--- src/crf_pkg.sv ---
package crf_pkg;

  // Datapath widths.
  localparam int DW     = 16;
  localparam int AW     = 20;
  localparam int FW     = 11;
  localparam int BW     = 32;
  localparam int NBANK  = 7;
  localparam int BYTE_W = 8;
  localparam int VEC_W  = 6;
  localparam int LVL_W  = 3;

  // Slot of each register inside one bank copy.
  localparam int IDX_R0 = 0;
  localparam int IDX_R1 = 1;
  localparam int IDX_R2 = 2;
  localparam int IDX_R3 = 3;
  localparam int IDX_A0 = 4;
  localparam int IDX_A1 = 5;
  localparam int IDX_FB = 6;

  // Byte offsets of the register words on the bus.
  localparam logic [7:0] OFF_R0     = 8'h00;
  localparam logic [7:0] OFF_R1     = 8'h04;
  localparam logic [7:0] OFF_R2     = 8'h08;
  localparam logic [7:0] OFF_R3     = 8'h0c;
  localparam logic [7:0] OFF_A0     = 8'h10;
  localparam logic [7:0] OFF_A1     = 8'h14;
  localparam logic [7:0] OFF_FB     = 8'h18;
  localparam logic [7:0] OFF_PAIR_L = 8'h1c;
  localparam logic [7:0] OFF_PAIR_H = 8'h20;
  localparam logic [7:0] OFF_APAIR  = 8'h24;
  localparam logic [7:0] OFF_R0_LO  = 8'h28;
  localparam logic [7:0] OFF_R0_HI  = 8'h2c;
  localparam logic [7:0] OFF_R1_LO  = 8'h30;
  localparam logic [7:0] OFF_R1_HI  = 8'h34;
  localparam logic [7:0] OFF_VTB    = 8'h38;
  localparam logic [7:0] OFF_PC     = 8'h3c;
  localparam logic [7:0] OFF_USP    = 8'h40;
  localparam logic [7:0] OFF_ISP    = 8'h44;
  localparam logic [7:0] OFF_SB     = 8'h48;
  localparam logic [7:0] OFF_FLG    = 8'h4c;
  localparam logic [7:0] OFF_SP     = 8'h50;

  // Flag register field positions.
  localparam int F_C    = 0;
  localparam int F_D    = 1;
  localparam int F_Z    = 2;
  localparam int F_S    = 3;
  localparam int F_B    = 4;
  localparam int F_O    = 5;
  localparam int F_I    = 6;
  localparam int F_U    = 7;
  localparam int F_IPL  = 8;

  // Reset values and limits.
  localparam logic [DW-1:0]    RST_W16  = 16'h0000;
  localparam logic [AW-1:0]    RST_W20  = 20'h00000;
  localparam logic [FW-1:0]    RST_FLG  = 11'h000;
  localparam logic [VEC_W-1:0] SW_U_MAX = 6'h1f;

  // Bus slave states.
  typedef enum logic [1:0] {
    CRF_ST_IDLE = 2'b01,
    CRF_ST_RD   = 2'b10
  } crf_bus_e;

endpackage : crf_pkg

--- src/crf_regfile.sv ---
`timescale 1ns/100ps

module crf_regfile (
  input  wire logic                          hclk,        // Core clock, 200 MHz.
  input  wire logic                          hresetn,     // Async reset, active low.
  input  wire logic                          hsel,        // Slave select.
  input  wire logic [31:0]                   haddr,       // Byte address.
  input  wire logic [1:0]                    htrans,      // Transfer type.
  input  wire logic                          hwrite,      // Write when high.
  input  wire logic [2:0]                    hsize,       // Transfer size.
  input  wire logic [31:0]                   hwdata,      // Write data.
  input  wire logic                          hready,      // Bus ready in.
  output logic      [31:0]                   hrdata,      // Read data.
  output logic                               hreadyout,   // Slave ready.
  output logic                               hresp,       // Always OKAY.
  input  wire logic                          alu_update,  // ALU result valid.
  input  wire logic [crf_pkg::DW-1:0]        alu_result,  // ALU result word.
  input  wire logic                          alu_carry,   // Carry, borrow or shift-out.
  input  wire logic                          alu_ovf,     // Overflow of the operation.
  input  wire logic                          pc_load,     // Core advances the counter.
  input  wire logic [crf_pkg::AW-1:0]        pc_next,     // New program counter.
  input  wire logic                          irq_req,     // Maskable request pending.
  input  wire logic [crf_pkg::LVL_W-1:0]     irq_level,   // Request priority.
  input  wire logic                          irq_ack,     // Interrupt acknowledged.
  input  wire logic                          irq_sw,      // Acknowledge is a software one.
  input  wire logic [crf_pkg::VEC_W-1:0]     irq_vec,     // Software vector number.
  output logic                               irq_accept,  // Request may be taken.
  output logic [crf_pkg::DW-1:0]             active_sp,   // Selected stack pointer.
  output logic [crf_pkg::AW-1:0]             pc_out,      // Program counter.
  output logic [crf_pkg::AW-1:0]             vtb_out      // Vector table base.
);

  localparam int DW = crf_pkg::DW;
  localparam int NB = crf_pkg::NBANK;

  // Non-banked registers.
  logic [crf_pkg::AW-1:0] vector_table_base;
  logic [crf_pkg::AW-1:0] program_counter;
  logic [DW-1:0]          user_stack_pointer;
  logic [DW-1:0]          interrupt_stack_pointer;
  logic [DW-1:0]          static_base;
  logic [crf_pkg::FW-1:0] processor_flags;

  // Bus tracking.
  crf_pkg::crf_bus_e state;
  logic [7:0]        dp_addr;
  logic              dp_write;
  logic              wr_en;
  logic [31:0]       next_rdata;

  // Bank copies and their write controls.
  logic [NB*DW-1:0] bank0_q;
  logic [NB*DW-1:0] bank1_q;
  logic [NB*DW-1:0] cur_q;
  logic [NB-1:0]    bwe;
  logic [NB-1:0]    bank0_we;
  logic [NB-1:0]    bank1_we;
  logic [1:0]       bbe;
  logic [NB*DW-1:0] bwd;

  // Named views of the selected bank.
  logic [DW-1:0] data_reg_0;
  logic [DW-1:0] data_reg_1;
  logic [DW-1:0] data_reg_2;
  logic [DW-1:0] data_reg_3;
  logic [DW-1:0] address_reg_0;
  logic [DW-1:0] address_reg_1;
  logic [DW-1:0] frame_base;
  logic [2*DW-1:0] data_pair_low;
  logic [2*DW-1:0] data_pair_high;
  logic [2*DW-1:0] address_pair;

  logic bank_sel;
  logic u_sel;
  logic u_clear;
  logic [crf_pkg::LVL_W-1:0] processor_priority_level;

  // Field views of the flag register.
  assign bank_sel = processor_flags[crf_pkg::F_B];
  assign u_sel    = processor_flags[crf_pkg::F_U];
  assign processor_priority_level =
    processor_flags[crf_pkg::F_IPL +: crf_pkg::LVL_W];

  // The bank flag steers the view and the writes; both copies hold their values.
  assign cur_q = bank_sel ? bank1_q : bank0_q;

  // Slices of the selected bank.
  assign data_reg_0    = cur_q[crf_pkg::IDX_R0*DW +: DW];
  assign data_reg_1    = cur_q[crf_pkg::IDX_R1*DW +: DW];
  assign data_reg_2    = cur_q[crf_pkg::IDX_R2*DW +: DW];
  assign data_reg_3    = cur_q[crf_pkg::IDX_R3*DW +: DW];
  assign address_reg_0 = cur_q[crf_pkg::IDX_A0*DW +: DW];
  assign address_reg_1 = cur_q[crf_pkg::IDX_A1*DW +: DW];
  assign frame_base    = cur_q[crf_pkg::IDX_FB*DW +: DW];

  // Paired 32-bit operands, upper register in the high half.
  assign data_pair_low  = {data_reg_2, data_reg_0};
  assign data_pair_high = {data_reg_3, data_reg_1};
  assign address_pair   = {address_reg_1, address_reg_0};

  // Two complete copies of the banked set.
  crf_bank u_bank0 (
    .hclk    (hclk),
    .hresetn (hresetn),
    .we      (bank0_we),
    .be      (bbe),
    .wdata   (bwd),
    .rdata   (bank0_q)
  );

  crf_bank u_bank1 (
    .hclk    (hclk),
    .hresetn (hresetn),
    .we      (bank1_we),
    .be      (bbe),
    .wdata   (bwd),
    .rdata   (bank1_q)
  );

  // A write goes only to the copy chosen by the bank flag.
  assign bank0_we = bank_sel ? '0 : bwe;
  assign bank1_we = bank_sel ? bwe : '0;

  // Data phase write strobe.
  assign wr_en = (state == crf_pkg::CRF_ST_IDLE) && dp_write;

  // Address phase capture and read wait state.
  always_ff @(posedge hclk or negedge hresetn) begin
    if (!hresetn) begin
      state     <= crf_pkg::CRF_ST_IDLE;
      dp_addr   <= 8'h00;
      dp_write  <= 1'b0;
      hreadyout <= 1'b1;
      hresp     <= 1'b0;
    end else begin
      hresp <= 1'b0;
      case (state)
        crf_pkg::CRF_ST_IDLE: begin
          dp_write <= 1'b0;
          if (hsel && htrans[1] && hready) begin
            dp_addr <= haddr[7:0];
            if (hwrite) begin
              dp_write <= 1'b1;
            end else begin
              state     <= crf_pkg::CRF_ST_RD;
              hreadyout <= 1'b0;
            end
          end
        end
        crf_pkg::CRF_ST_RD: begin
          state     <= crf_pkg::CRF_ST_IDLE;
          hreadyout <= 1'b1;
        end
        default: begin
          state     <= crf_pkg::CRF_ST_IDLE;
          hreadyout <= 1'b1;
          dp_write  <= 1'b0;
        end
      endcase
    end
  end

  // Read data is sampled in the wait cycle, after any earlier write.
  always_ff @(posedge hclk or negedge hresetn) begin
    if (!hresetn) begin
      hrdata <= 32'h0000_0000;
    end else if (state == crf_pkg::CRF_ST_RD) begin
      hrdata <= next_rdata;
    end
  end

  // Read mux; unmapped offsets and unused upper bits read zero.
  always_comb begin
    next_rdata = 32'h0000_0000;
    case (dp_addr)
      crf_pkg::OFF_R0:     next_rdata[DW-1:0] = data_reg_0;
      crf_pkg::OFF_R1:     next_rdata[DW-1:0] = data_reg_1;
      crf_pkg::OFF_R2:     next_rdata[DW-1:0] = data_reg_2;
      crf_pkg::OFF_R3:     next_rdata[DW-1:0] = data_reg_3;
      crf_pkg::OFF_A0:     next_rdata[DW-1:0] = address_reg_0;
      crf_pkg::OFF_A1:     next_rdata[DW-1:0] = address_reg_1;
      crf_pkg::OFF_FB:     next_rdata[DW-1:0] = frame_base;
      crf_pkg::OFF_PAIR_L: next_rdata = data_pair_low;
      crf_pkg::OFF_PAIR_H: next_rdata = data_pair_high;
      crf_pkg::OFF_APAIR:  next_rdata = address_pair;
      crf_pkg::OFF_R0_LO:  next_rdata[7:0] = data_reg_0[7:0];
      crf_pkg::OFF_R0_HI:  next_rdata[7:0] = data_reg_0[DW-1:8];
      crf_pkg::OFF_R1_LO:  next_rdata[7:0] = data_reg_1[7:0];
      crf_pkg::OFF_R1_HI:  next_rdata[7:0] = data_reg_1[DW-1:8];
      crf_pkg::OFF_VTB:    next_rdata[crf_pkg::AW-1:0] = vector_table_base;
      crf_pkg::OFF_PC:     next_rdata[crf_pkg::AW-1:0] = program_counter;
      crf_pkg::OFF_USP:    next_rdata[DW-1:0] = user_stack_pointer;
      crf_pkg::OFF_ISP:    next_rdata[DW-1:0] = interrupt_stack_pointer;
      crf_pkg::OFF_SB:     next_rdata[DW-1:0] = static_base;
      crf_pkg::OFF_FLG:    next_rdata[crf_pkg::FW-1:0] = processor_flags;
      crf_pkg::OFF_SP:     next_rdata[DW-1:0] = active_sp;
      default:             next_rdata = 32'h0000_0000;
    endcase
  end

  // Bus writes into the banked set, whole words, pairs or byte halves.
  always_comb begin
    bwe = '0;
    bbe = 2'b11;
    bwd = '0;
    if (wr_en) begin
      case (dp_addr)
        crf_pkg::OFF_R0, crf_pkg::OFF_R1, crf_pkg::OFF_R2, crf_pkg::OFF_R3,
        crf_pkg::OFF_A0, crf_pkg::OFF_A1, crf_pkg::OFF_FB: begin
          bwe[dp_addr[4:2]] = 1'b1;
          bwd[dp_addr[4:2]*DW +: DW] = hwdata[DW-1:0];
        end
        crf_pkg::OFF_PAIR_L: begin
          bwe[crf_pkg::IDX_R0] = 1'b1;
          bwe[crf_pkg::IDX_R2] = 1'b1;
          bwd[crf_pkg::IDX_R0*DW +: DW] = hwdata[DW-1:0];
          bwd[crf_pkg::IDX_R2*DW +: DW] = hwdata[2*DW-1:DW];
        end
        crf_pkg::OFF_PAIR_H: begin
          bwe[crf_pkg::IDX_R1] = 1'b1;
          bwe[crf_pkg::IDX_R3] = 1'b1;
          bwd[crf_pkg::IDX_R1*DW +: DW] = hwdata[DW-1:0];
          bwd[crf_pkg::IDX_R3*DW +: DW] = hwdata[2*DW-1:DW];
        end
        crf_pkg::OFF_APAIR: begin
          bwe[crf_pkg::IDX_A0] = 1'b1;
          bwe[crf_pkg::IDX_A1] = 1'b1;
          bwd[crf_pkg::IDX_A0*DW +: DW] = hwdata[DW-1:0];
          bwd[crf_pkg::IDX_A1*DW +: DW] = hwdata[2*DW-1:DW];
        end
        crf_pkg::OFF_R0_LO: begin
          bwe[crf_pkg::IDX_R0] = 1'b1;
          bbe = 2'b01;
          bwd[crf_pkg::IDX_R0*DW +: DW] = {8'h00, hwdata[7:0]};
        end
        crf_pkg::OFF_R0_HI: begin
          bwe[crf_pkg::IDX_R0] = 1'b1;
          bbe = 2'b10;
          bwd[crf_pkg::IDX_R0*DW +: DW] = {hwdata[7:0], 8'h00};
        end
        crf_pkg::OFF_R1_LO: begin
          bwe[crf_pkg::IDX_R1] = 1'b1;
          bbe = 2'b01;
          bwd[crf_pkg::IDX_R1*DW +: DW] = {8'h00, hwdata[7:0]};
        end
        crf_pkg::OFF_R1_HI: begin
          bwe[crf_pkg::IDX_R1] = 1'b1;
          bbe = 2'b10;
          bwd[crf_pkg::IDX_R1*DW +: DW] = {hwdata[7:0], 8'h00};
        end
        default: begin
          bwe = '0;
        end
      endcase
    end
  end

  // Vector table base and static base are plain 20 and 16-bit words.
  always_ff @(posedge hclk or negedge hresetn) begin
    if (!hresetn) begin
      vector_table_base <= crf_pkg::RST_W20;
      static_base       <= crf_pkg::RST_W16;
    end else if (wr_en) begin
      if (dp_addr == crf_pkg::OFF_VTB) begin
        vector_table_base <= hwdata[crf_pkg::AW-1:0];
      end
      if (dp_addr == crf_pkg::OFF_SB) begin
        static_base <= hwdata[DW-1:0];
      end
    end
  end

  // Program counter; the core's own update wins over a bus write.
  always_ff @(posedge hclk or negedge hresetn) begin
    if (!hresetn) begin
      program_counter <= crf_pkg::RST_W20;
    end else if (pc_load) begin
      program_counter <= pc_next;
    end else if (wr_en && dp_addr == crf_pkg::OFF_PC) begin
      program_counter <= hwdata[crf_pkg::AW-1:0];
    end
  end

  // Stack pointers, reachable directly or through the active view.
  always_ff @(posedge hclk or negedge hresetn) begin
    if (!hresetn) begin
      user_stack_pointer      <= crf_pkg::RST_W16;
      interrupt_stack_pointer <= crf_pkg::RST_W16;
    end else if (wr_en) begin
      if (dp_addr == crf_pkg::OFF_USP || (dp_addr == crf_pkg::OFF_SP && u_sel)) begin
        user_stack_pointer <= hwdata[DW-1:0];
      end
      if (dp_addr == crf_pkg::OFF_ISP || (dp_addr == crf_pkg::OFF_SP && !u_sel)) begin
        interrupt_stack_pointer <= hwdata[DW-1:0];
      end
    end
  end

  // Stack flag drops on a hardware acknowledge or a low software vector.
  assign u_clear = irq_ack && (!irq_sw || irq_vec <= crf_pkg::SW_U_MAX);

  // Flag register: bus write first, then ALU results, then acknowledge.
  always_ff @(posedge hclk or negedge hresetn) begin
    if (!hresetn) begin
      processor_flags <= crf_pkg::RST_FLG;
    end else begin
      if (wr_en && dp_addr == crf_pkg::OFF_FLG) begin
        processor_flags <= hwdata[crf_pkg::FW-1:0];
      end
      if (alu_update) begin
        processor_flags[crf_pkg::F_C] <= alu_carry;
        processor_flags[crf_pkg::F_Z] <= (alu_result == '0);
        processor_flags[crf_pkg::F_S] <= alu_result[DW-1];
        processor_flags[crf_pkg::F_O] <= alu_ovf;
      end
      if (irq_ack) begin
        processor_flags[crf_pkg::F_I] <= 1'b0;
      end
      if (u_clear) begin
        processor_flags[crf_pkg::F_U] <= 1'b0;
      end
    end
  end

  // Maskable request passes only when enabled and above the level.
  always_ff @(posedge hclk or negedge hresetn) begin
    if (!hresetn) begin
      irq_accept <= 1'b0;
    end else begin
      irq_accept <= irq_req && processor_flags[crf_pkg::F_I]
                    && (irq_level > processor_priority_level);
    end
  end

  // Registered copies for the core.
  always_ff @(posedge hclk or negedge hresetn) begin
    if (!hresetn) begin
      active_sp <= crf_pkg::RST_W16;
      pc_out    <= crf_pkg::RST_W20;
      vtb_out   <= crf_pkg::RST_W20;
    end else begin
      active_sp <= u_sel ? user_stack_pointer : interrupt_stack_pointer;
      pc_out    <= program_counter;
      vtb_out   <= vector_table_base;
    end
  end

endmodule : crf_regfile

--- src/crf_bank.sv ---
`timescale 1ns/100ps

// One complete copy of the banked registers, with byte-lane writes.
module crf_bank (
  input  wire logic                                hclk,    // Core clock.
  input  wire logic                                hresetn, // Async reset, active low.
  input  wire logic [crf_pkg::NBANK-1:0]           we,      // Write enable per slot.
  input  wire logic [1:0]                          be,      // Byte lanes to write.
  input  wire logic [crf_pkg::NBANK*crf_pkg::DW-1:0] wdata, // Write data per slot.
  output logic      [crf_pkg::NBANK*crf_pkg::DW-1:0] rdata  // Contents per slot.
);

  // Each slot keeps its value until written, whatever bank is selected.
  for (genvar g = 0; g < crf_pkg::NBANK; g++) begin : g_slot
    for (genvar b = 0; b < 2; b++) begin : g_lane
      always_ff @(posedge hclk or negedge hresetn) begin
        if (!hresetn) begin
          rdata[g*crf_pkg::DW+b*crf_pkg::BYTE_W +: crf_pkg::BYTE_W] <=
            crf_pkg::RST_W16[b*crf_pkg::BYTE_W +: crf_pkg::BYTE_W];
        end else if (we[g] && be[b]) begin
          rdata[g*crf_pkg::DW+b*crf_pkg::BYTE_W +: crf_pkg::BYTE_W] <=
            wdata[g*crf_pkg::DW+b*crf_pkg::BYTE_W +: crf_pkg::BYTE_W];
        end
      end
    end
  end

endmodule : crf_bank

--- config.mk ---
export PLATFORM = sky130hd
export DESIGN_NAME = crf_regfile
export DESIGN_NICKNAME = d
export VERILOG_FILES = /design/src/crf_pkg.sv /design/src/crf_regfile.sv /design/src/crf_bank.sv
export SDC_FILE = /design/constraint.sdc
export NUM_CORES = 1
export LEC_CHECK = 0
export BUFFER_PORTS_ARGS = -buffer_cell sky130_fd_sc_hd__buf_2
export CAP_MARGIN = 20
export CORE_MARGIN = 3
export CORE_UTILIZATION = 30
export CTS_CLUSTER_SIZE = 14
export DETAILED_ROUTE_END_ITERATION = 7
export PLACE_DENSITY = 0.5
export SLEW_MARGIN = 10
export SYNTH_ARGS = -nofsm -noshare
export SYNTH_HDL_FRONTEND = slang
export SYNTH_SLANG_ARGS = --single-unit
--- constraint.sdc ---
create_clock -name hclk -period 3.8 [get_ports hclk]
set_input_delay 0.57 -clock hclk [delete_from_list [all_inputs] [get_ports hclk]]
set_output_delay 0.57 -clock hclk [all_outputs]
set_load 0.02 [all_outputs]
==> flow_summary.json, run 1 <==
{
  "run_status": "complete, no violations",
  "yosysTopAreaCell": "sky130_fd_sc_hd__dfrtp_1",
  "ys_dominant_reg_cell": "sky130_fd_sc_hd__dfrtp_1",
  "synth_top_area_share_pct": 50.45,
  "cts_tree": "built",
  "overflow": 0,
  "area_of_the_placeable_core_um2": 68830,
  "ys_seq_elements": 423,
  "max_slew.worst_pin.slew_ns": 1.118,
  "final-instance-count-excl-fill": 2946,
  "first_iter_violations": 1632,
  "drtAntennaViolNets": 0,
  "clock_power_share_pct": 42.5,
  "combinational_family_with_the_most_area_after_synthesis": "multiplexers",
  "postSynth.asyncResetShare_pct": 100.0,
  "postSynthAreaPerCell_um2": 11.92,
  "worst_setup_path_end_kind": "flop",
  "timing.setup.tns_ns": 0,
  "cts_resized": 0,
  "dominant_cells_by_area_after_synthesis": "sky130_fd_sc_hd__dfrtp_1 50%, sky130_fd_sc_hd__mux2_2 16%, sky130_fd_sc_hd__mux2i_1 6.7%",
  "post-route-period-util_pct": 91.56,
  "floorplan.initialDensity_pct": 30.41,
  "m1WireLength_um": 37120,
  "place.gp.congestion": 0.9400,
  "min_period_ns": 3.479,
  "grt_start_max_net_pins": 107,
  "fp-row-count": 96,
  "via_count": 16550,
  "die_width_um": 270.2,
  "cts.reportedPaths.clkPinSlew_ns": 0.06,
  "clock_tree.htree_level_count": 2,
  "sequential_standard_cell_area_um2": 10590,
  "synth_cell_types": 83,
  "route.top_layer_used": "met4",
  "combined_area_of_the_multi_input_logic_cells_um2": 9739,
  "grt_antenna_before_repair": 8,
  "synth-xor-area-share_pct": 0,
  "die_span_in_y_um": 270.2,
  "final_max_slew_viol_count": 0,
  "drive_above_1_share_pct": 36.12,
  "grtUsageTotal_pct": 23.75,
  "seqPwrFrac_pct": 43.5,
  "drtPass1Iterations": 6,
  "worst_skew_pair.late_latency_ns": 0.60,
  "synth-simple-area-share_pct": 8.434,
  "synth_fp_nets": 1891,
  "power.net_switching_mw": 3.250,
  "worst_hold_path_type": "input port to flop",
  "cts_sinks": 423,
  "power.density_cell_area_nw_per_um2": 447.4,
  "grt_pass1_vias": 16960,
  "post_syn_area_um2": 20930,
  "met3WireLength_um": 6439,
  "irDropWorstVdd_mv": 0.3106,
  "internal_power_mw": 7.970,
  "clk_root_buffer_cell": "sky130_fd_sc_hd__clkbuf_16",
  "timing.slew.headroom_pct": 25.45,
  "worstPathMaxFanout": 16,
  "worst-endpoint-required_ns": 4.25,
  "detailed_place_hpwl_um": 63930,
  "maxClockFrequency_mhz": 287.4,
  "avgRoutedWirePerCell_um": 29.98,
  "setup_repair_after_global_routing_missed_its_margin": "false",
  "post_synthesis_share_of_cell_area_spent_on_full_adders_half_adders_and_majority_gates_pct": 0.5380,
  "critical_path.startpoint_type": "flop",
  "cts-buffers-inserted": 49,
  "crit_arrival_ns": 3.93,
  "comb_power_share_pct": 13.9,
  "synth.yosys.warnings": 0,
  "worst_clock_skew_ns": 0.03157,
  "drv.max_cap_violation_count": 0,
  "power.leakage_nw": 11.30,
  "port_buffers": 182,
  "n_fill_cell": 6730,
  "switching_share_pct": 28.96,
  "nets": 2109,
  "setup_violations": 0,
  "synth_common_cells": "422 x sky130_fd_sc_hd__dfrtp_1, 299 x sky130_fd_sc_hd__mux2_2, 141 x sky130_fd_sc_hd__mux2i_1",
  "hold_viol": 0,
  "wirelength_um": 88330,
  "die_area_um2": 72980,
  "synth_compound_area_share_pct": 13.59,
  "grt_pass1_wl_um": 126000,
  "remaining_drc_errors": 0,
  "dr_wl_met2_um": 41280,
  "most_numerous_cell_in_the_yosys_netlist": "sky130_fd_sc_hd__dfrtp_1",
  "netlist_instances": 1756,
  "detailed_route_vias_per_instance": 5.618,
  "syn2layout_area_growth_pct": 19.80,
  "synth-seq-area-share_pct": 50.57,
  "ioPinCount": 217,
  "worstSetupPathType": "flop to flop",
  "cts_buffer_depth": 3,
  "numPlacedInstances": 2853,
  "synth_edf_count": 0,
  "muxShareOfSynthArea_pct": 23.58
}
[final cells by class]
class | instances | area share [%]
antenna | 2 | 0.01996
clock buffer | 74 | 5.827
clock inverter | 16 | 0.6237
inverter | 47 | 0.7035
multi-input combinational | 1163 | 38.84
sequential | 423 | 42.23
tap | 931 | 4.645
timing repair buffer | 290 | 7.115
[metal layers]
layer	vias to the layer above	track usage [%]
met2	739	38.62
li1	6992	-
met3	160	4.388
met4	0	8.536
met1	8661	31.67
met5	-	0
[flip-flops by register name (all words and copies together) (netlist names)]
signal / cells
active_sp: 16
dp_addr: 8
dp_write: 1
hrdata: 32
interrupt_stack_pointer: 16
irq_accept: 1
pc_out: 20
processor_flags: 11
program_counter: 20
state: 2
static_base: 16
u_bank0.rdata: 112
u_bank1.rdata: 112
user_stack_pointer: 16
vector_table_base: 20
vtb_out: 20
[repair_timing]
item,CTS,global route
hold buffers,1,0
buffers inserted,0,0
setup endpoints to repair,0,0
hold endpoints to repair,62,0
[cells by family (layout without fill, tap and decap cells)]
kind of cell,count (synthesis),after routing
compound gates,372,372
buf+inv,170,427
mux,454,454
flops,423,423
other cells,1,3
fa+ha+maj,9,9
simple gates,327,327
[worst paths after layout]
path / from / cells past startpoint / slack (ns) / endpoint
setup / recovery: dp_addr[3] / 9 / 0.32 / hrdata[13]
hold / removal: irq_ack / 2 / 0.14 / processor_flags[6]
setup reg to reg: dp_addr[3] / 9 / 0.32 / hrdata[13]
hold reg to reg: program_counter[0] / 0 / 0.40 / pc_out[0]
max in group asynchronous: hresetn / 3 / 2.27 / u_bank1.rdata[37]
min in group asynchronous: hresetn / 2 / 0.57 / u_bank0.rdata[15]
[power groups by stage]
stage / logic, mW / clock network [mW] / registers, mW
finish: 1.56 / 4.77 / 4.88
global route: 1.64 / 5.04 / 4.90
CTS: 1.54 / 4.86 / 4.88
detailed placement: 1.53 / 0 / 4.96
global placement: 1.53 / 0 / 4.95
floorplan: 0.778 / 0 / 4.90
[cell usage in the layout (no fill, tap or decap), drive strengths merged, types with 5 or more instances in the layout]
master     n
nor2      73
a32oi      5
mux2i    141
nor2b      7
a2bb2oi    9
inv       47
nand4b     5
nand4     21
o21ai     69
a222oi    10
a22o      66
ha         9
o22ai     46
nand2    102
and2      22
clkbuf    74
nand3     22
a221oi     8
and3      14
a211oi    16
o22a       7
a22oi     35
clkinv    11
dfrtp    422
nor3b      6
o221ai     7
mux2     313
buf      289
nor4      16
a31oi     14
a21oi     42
o2bb2ai    6
nor3      12
[worst max-delay path, cell delays in order (launching register included)]
cell and delay [ns]:
sky130_fd_sc_hd__dfrtp_1 0.55, sky130_fd_sc_hd__inv_1 0.17, sky130_fd_sc_hd__ha_1 0.29, sky130_fd_sc_hd__nor3b_2 0.18, sky130_fd_sc_hd__buf_4 0.24, sky130_fd_sc_hd__a22oi_1 0.91, sky130_fd_sc_hd__o22ai_1 0.14, sky130_fd_sc_hd__nor4_1 0.57
sky130_fd_sc_hd__buf_4 0.21, sky130_fd_sc_hd__o21ai_0 0.07
[metrics by stage]
| step | setup WS (ns) | hold WS [ns] | util, % | cell area, um^2 | power [mW] |
|---|---|---|---|---|---|
| after CTS | 0.4625 | 0.1147 | 36.43 | 25070 | 11.28 |
| final | 0.3209 | 0.1431 | 36.44 | 25080 | 11.22 |
| after detailed placement | 0.5116 | 0.3863 | 34.06 | 23450 | 6.492 |
| after global routing | 0.1960 | 0.1303 | 36.43 | 25070 | 11.58 |
| after global placement | 0.4790 | 0.3794 | 34.06 | 23450 | 6.480 |
| after floorplan | 0.9892 | 0.2744 | - | 20930 | 5.683 |
No activity file was read; power rests on OpenSTA's default activity.
==> run 2: changes to the inputs <==
Settings changed: ABC_AREA set to 1.
==> run 2 against run 1 <==
  * Combinational power is 43% lower
  * Die area up 1.5%
  * Sequential cell count unchanged
  * Clock power is 1% lower
  * First-iteration DRC count rose by 38%
  * Critical path depth is 2 higher
  * Synthesized cell count rose by 61%
  * Critical endpoint is now u_bank0.rdata[19]
  * Synthesized area is 1.5% higher
  * Sequential power decreased by 4.3%
==> flow_summary.json, run 2 <==
{
  "run_status": "complete, no violations",
  "pre_cts_ws_ns": 0.7787,
  "port_buffers": 182,
  "final_common_cell": "sky130_fd_sc_hd__nand2_1",
  "combinational_family_with_the_most_area_after_synthesis": "simple AND/OR/NAND/NOR gates",
  "worst-endpoint-required_ns": 4.31,
  "min_period_ns": 3.100,
  "most_frequent_cells_in_the_layout": "1237 x sky130_fd_sc_hd__nand2_1, 421 x sky130_fd_sc_hd__dfrtp_1, 197 x sky130_fd_sc_hd__o21ai_0",
  "cts_buffer_depth": 3,
  "grt_antenna_before_repair": 9,
  "overflow": 0,
  "synth_fp_nets": 2966,
  "synth_common_cells": "1238 x sky130_fd_sc_hd__nand2_1, 422 x sky130_fd_sc_hd__dfrtp_1, 197 x sky130_fd_sc_hd__o21ai_0",
  "timing.setup.tns_ns": 0,
  "hold_viol": 0,
  "cts_sinks": 423,
  "worstPathMaxFanout": 24,
  "clk_root_buffer_cell": "sky130_fd_sc_hd__clkbuf_16",
  "crit_arrival_ns": 3.61,
  "netlist_instances": 2831,
  "stdcell_area_um2": 24900,
  "drv.max_cap_violation_count": 0,
  "detailed_place_hpwl_um": 66570,
  "cts_hold_repair.buffers": 1,
  "drtAntennaViolNets": 0,
  "synth-seq-area-share_pct": 49.81,
  "fp-row-count": 96,
  "postLayoutSetupSlackWorst_ns": 0.7003,
  "maxClockFrequency_mhz": 322.6,
  "cts-buffers-inserted": 49,
  "setup_repair_after_global_routing_missed_its_margin": "false",
  "placedInstanceArea_um2": 23290,
  "synth_compound_area_share_pct": 11.00,
  "grt_start_max_net_pins": 87,
  "postSynth.asyncResetShare_pct": 100.0,
  "ys_seq_elements": 423,
  "worst_setup_path_end_kind": "flop",
  "irDropWorstVdd_mv": 0.2856,
  "most_numerous_cell_in_the_yosys_netlist": "sky130_fd_sc_hd__nand2_1",
  "grt_pass1_wl_um": 132500,
  "post_synthesis_share_of_cell_area_spent_on_full_adders_half_adders_and_majority_gates_pct": 0.5298,
  "dominant_cells_by_area_after_synthesis": "sky130_fd_sc_hd__dfrtp_1 50%, sky130_fd_sc_hd__nand2_1 22%, sky130_fd_sc_hd__o21ai_0 4.6%",
  "via_count": 20270,
  "worst_skew_pair.late_latency_ns": 0.62,
  "grt_pass1_vias": 19280,
  "synth_top_area_share_pct": 49.68,
  "nets": 3125,
  "grtUsageTotal_pct": 24.23,
  "ys_dominant_reg_cell": "sky130_fd_sc_hd__dfrtp_1",
  "syn2layout_area_growth_pct": 17.16,
  "drtPass1Iterations": 6,
  "power.density_cell_area_nw_per_um2": 413.0,
  "floorplan.initialDensity_pct": 30.62,
  "worstSetupPathType": "flop to flop",
  "die_width_um": 272.2,
  "detailed_route_vias_per_instance": 5.124,
  "area_of_the_placeable_core_um2": 69430,
  "wirelength_um": 90700,
  "post_syn_area_um2": 21260,
  "clock_tree.htree_level_count": 2,
  "ioPinCount": 217,
  "cts.reportedPaths.clkPinSlew_ns": 0.06,
  "place.gp.congestion": 0.9617,
  "synth-xor-area-share_pct": 0,
  "synth.yosys.warnings": 0,
  "max_slew.worst_pin.slew_ns": 0.9018,
  "power.leakage_nw": 12.29,
  "top_regs": "u_bank0.rdata: 112 flops, u_bank1.rdata: 112 flops, hrdata: 32 flops",
  "die_span_in_y_um": 272.2,
  "post-cts-setup-buffer-count": 0,
  "final.hold.worst_slack_ns": 0.1599,
  "worst_hold_path_type": "input port to flop",
  "yosysTopAreaCell": "sky130_fd_sc_hd__dfrtp_1",
  "timing.slew.headroom_pct": 39.81,
  "cts_tree": "built",
  "worst_clock_skew_ns": 0.03376,
  "synth_edf_count": 0,
  "post-route-period-util_pct": 81.57,
  "cts_resized": 0,
  "first_iter_violations": 2250,
  "synth_cell_types": 51,
  "synth-simple-area-share_pct": 32.77,
  "remaining_drc_errors": 0,
  "postSynthAreaPerCell_um2": 7.508,
  "setup_violations": 0,
  "drive_above_1_share_pct": 13.43,
  "muxShareOfSynthArea_pct": 0.1413,
  "avgRoutedWirePerCell_um": 22.93,
  "die_area_um2": 74080,
  "final_max_slew_viol_count": 0,
  "critical_path.startpoint_type": "flop"
}
run 2: logic make-up after synthesis:
group / after synthesis
AOI/OAI and AO/OA: 432
adders and majority gates: 9
buffers and inverters: 292
DFF: 423
muxes: 3
other: 1
and+or+nand+nor: 1671
run 2: path summary, 6_finish.rpt:
check                      slack, ns  depth (start not counted)                start                 to
setup / recovery                0.70                         11           dp_addr[2]  u_bank0.rdata[19]
hold / removal                  0.16                          2               hwrite           state[1]
setup reg to reg                0.70                         11           dp_addr[2]  u_bank0.rdata[19]
hold reg to reg                 0.37                          0  program_counter[12]         pc_out[12]
max in group asynchronous       2.27                          3              hresetn           state[0]
min in group asynchronous       0.53                          2              hresetn          hrdata[6]
run 2: layout make-up:
| class | count | area, um^2 |
|---|---|---|
| multi-input combinational | 2116 | 9455 |
| sequential | 423 | 10590 |
| clock inverter | 10 | 153.9 |
| fill | 7651 | 44520 |
| clock buffer | 74 | 1430 |
| timing repair buffer | 255 | 1554 |
| antenna | 2 | 5.005 |
| tap | 931 | 1165 |
| inverter | 145 | 549.3 |
run 2: metal layers:
metal  global-route usage (%)  wire length (um)
met5                        0                13
met4                    9.334              3614
met1                    34.10             39800
met3                    3.823              6909
met2                    37.39             40360
run 2: worst max-delay path, cell delays in order, from the launching register on:
cell and delay [ns]:
sky130_fd_sc_hd__dfrtp_1 0.44, sky130_fd_sc_hd__inv_2 0.05, sky130_fd_sc_hd__buf_4 0.23, sky130_fd_sc_hd__ha_1 0.64
sky130_fd_sc_hd__clkinv_1 0.40, sky130_fd_sc_hd__nor2_1 0.44, sky130_fd_sc_hd__nand2_1 0.13, sky130_fd_sc_hd__nor2_1 0.16
sky130_fd_sc_hd__nand2_1 0.11, sky130_fd_sc_hd__o21ai_0 0.10, sky130_fd_sc_hd__nand2_1 0.14, sky130_fd_sc_hd__o21ai_1 0.16
run 2: per-stage QoR:
step                utilization [%]  power (mW)  cells
floorplan                         -       5.142   2831
global placement              33.54       5.622   3868
detailed placement            33.54       5.624   3868
CTS                           35.84       10.36   3953
global route                  35.87       10.62   3955
finish                        35.87       10.29   3956
run 2: where the power goes:
group / internal [mW] / switching (mW)
clock network: 2.73 / 1.99
logic: 0.206 / 0.688
registers: 4.59 / 0.0739
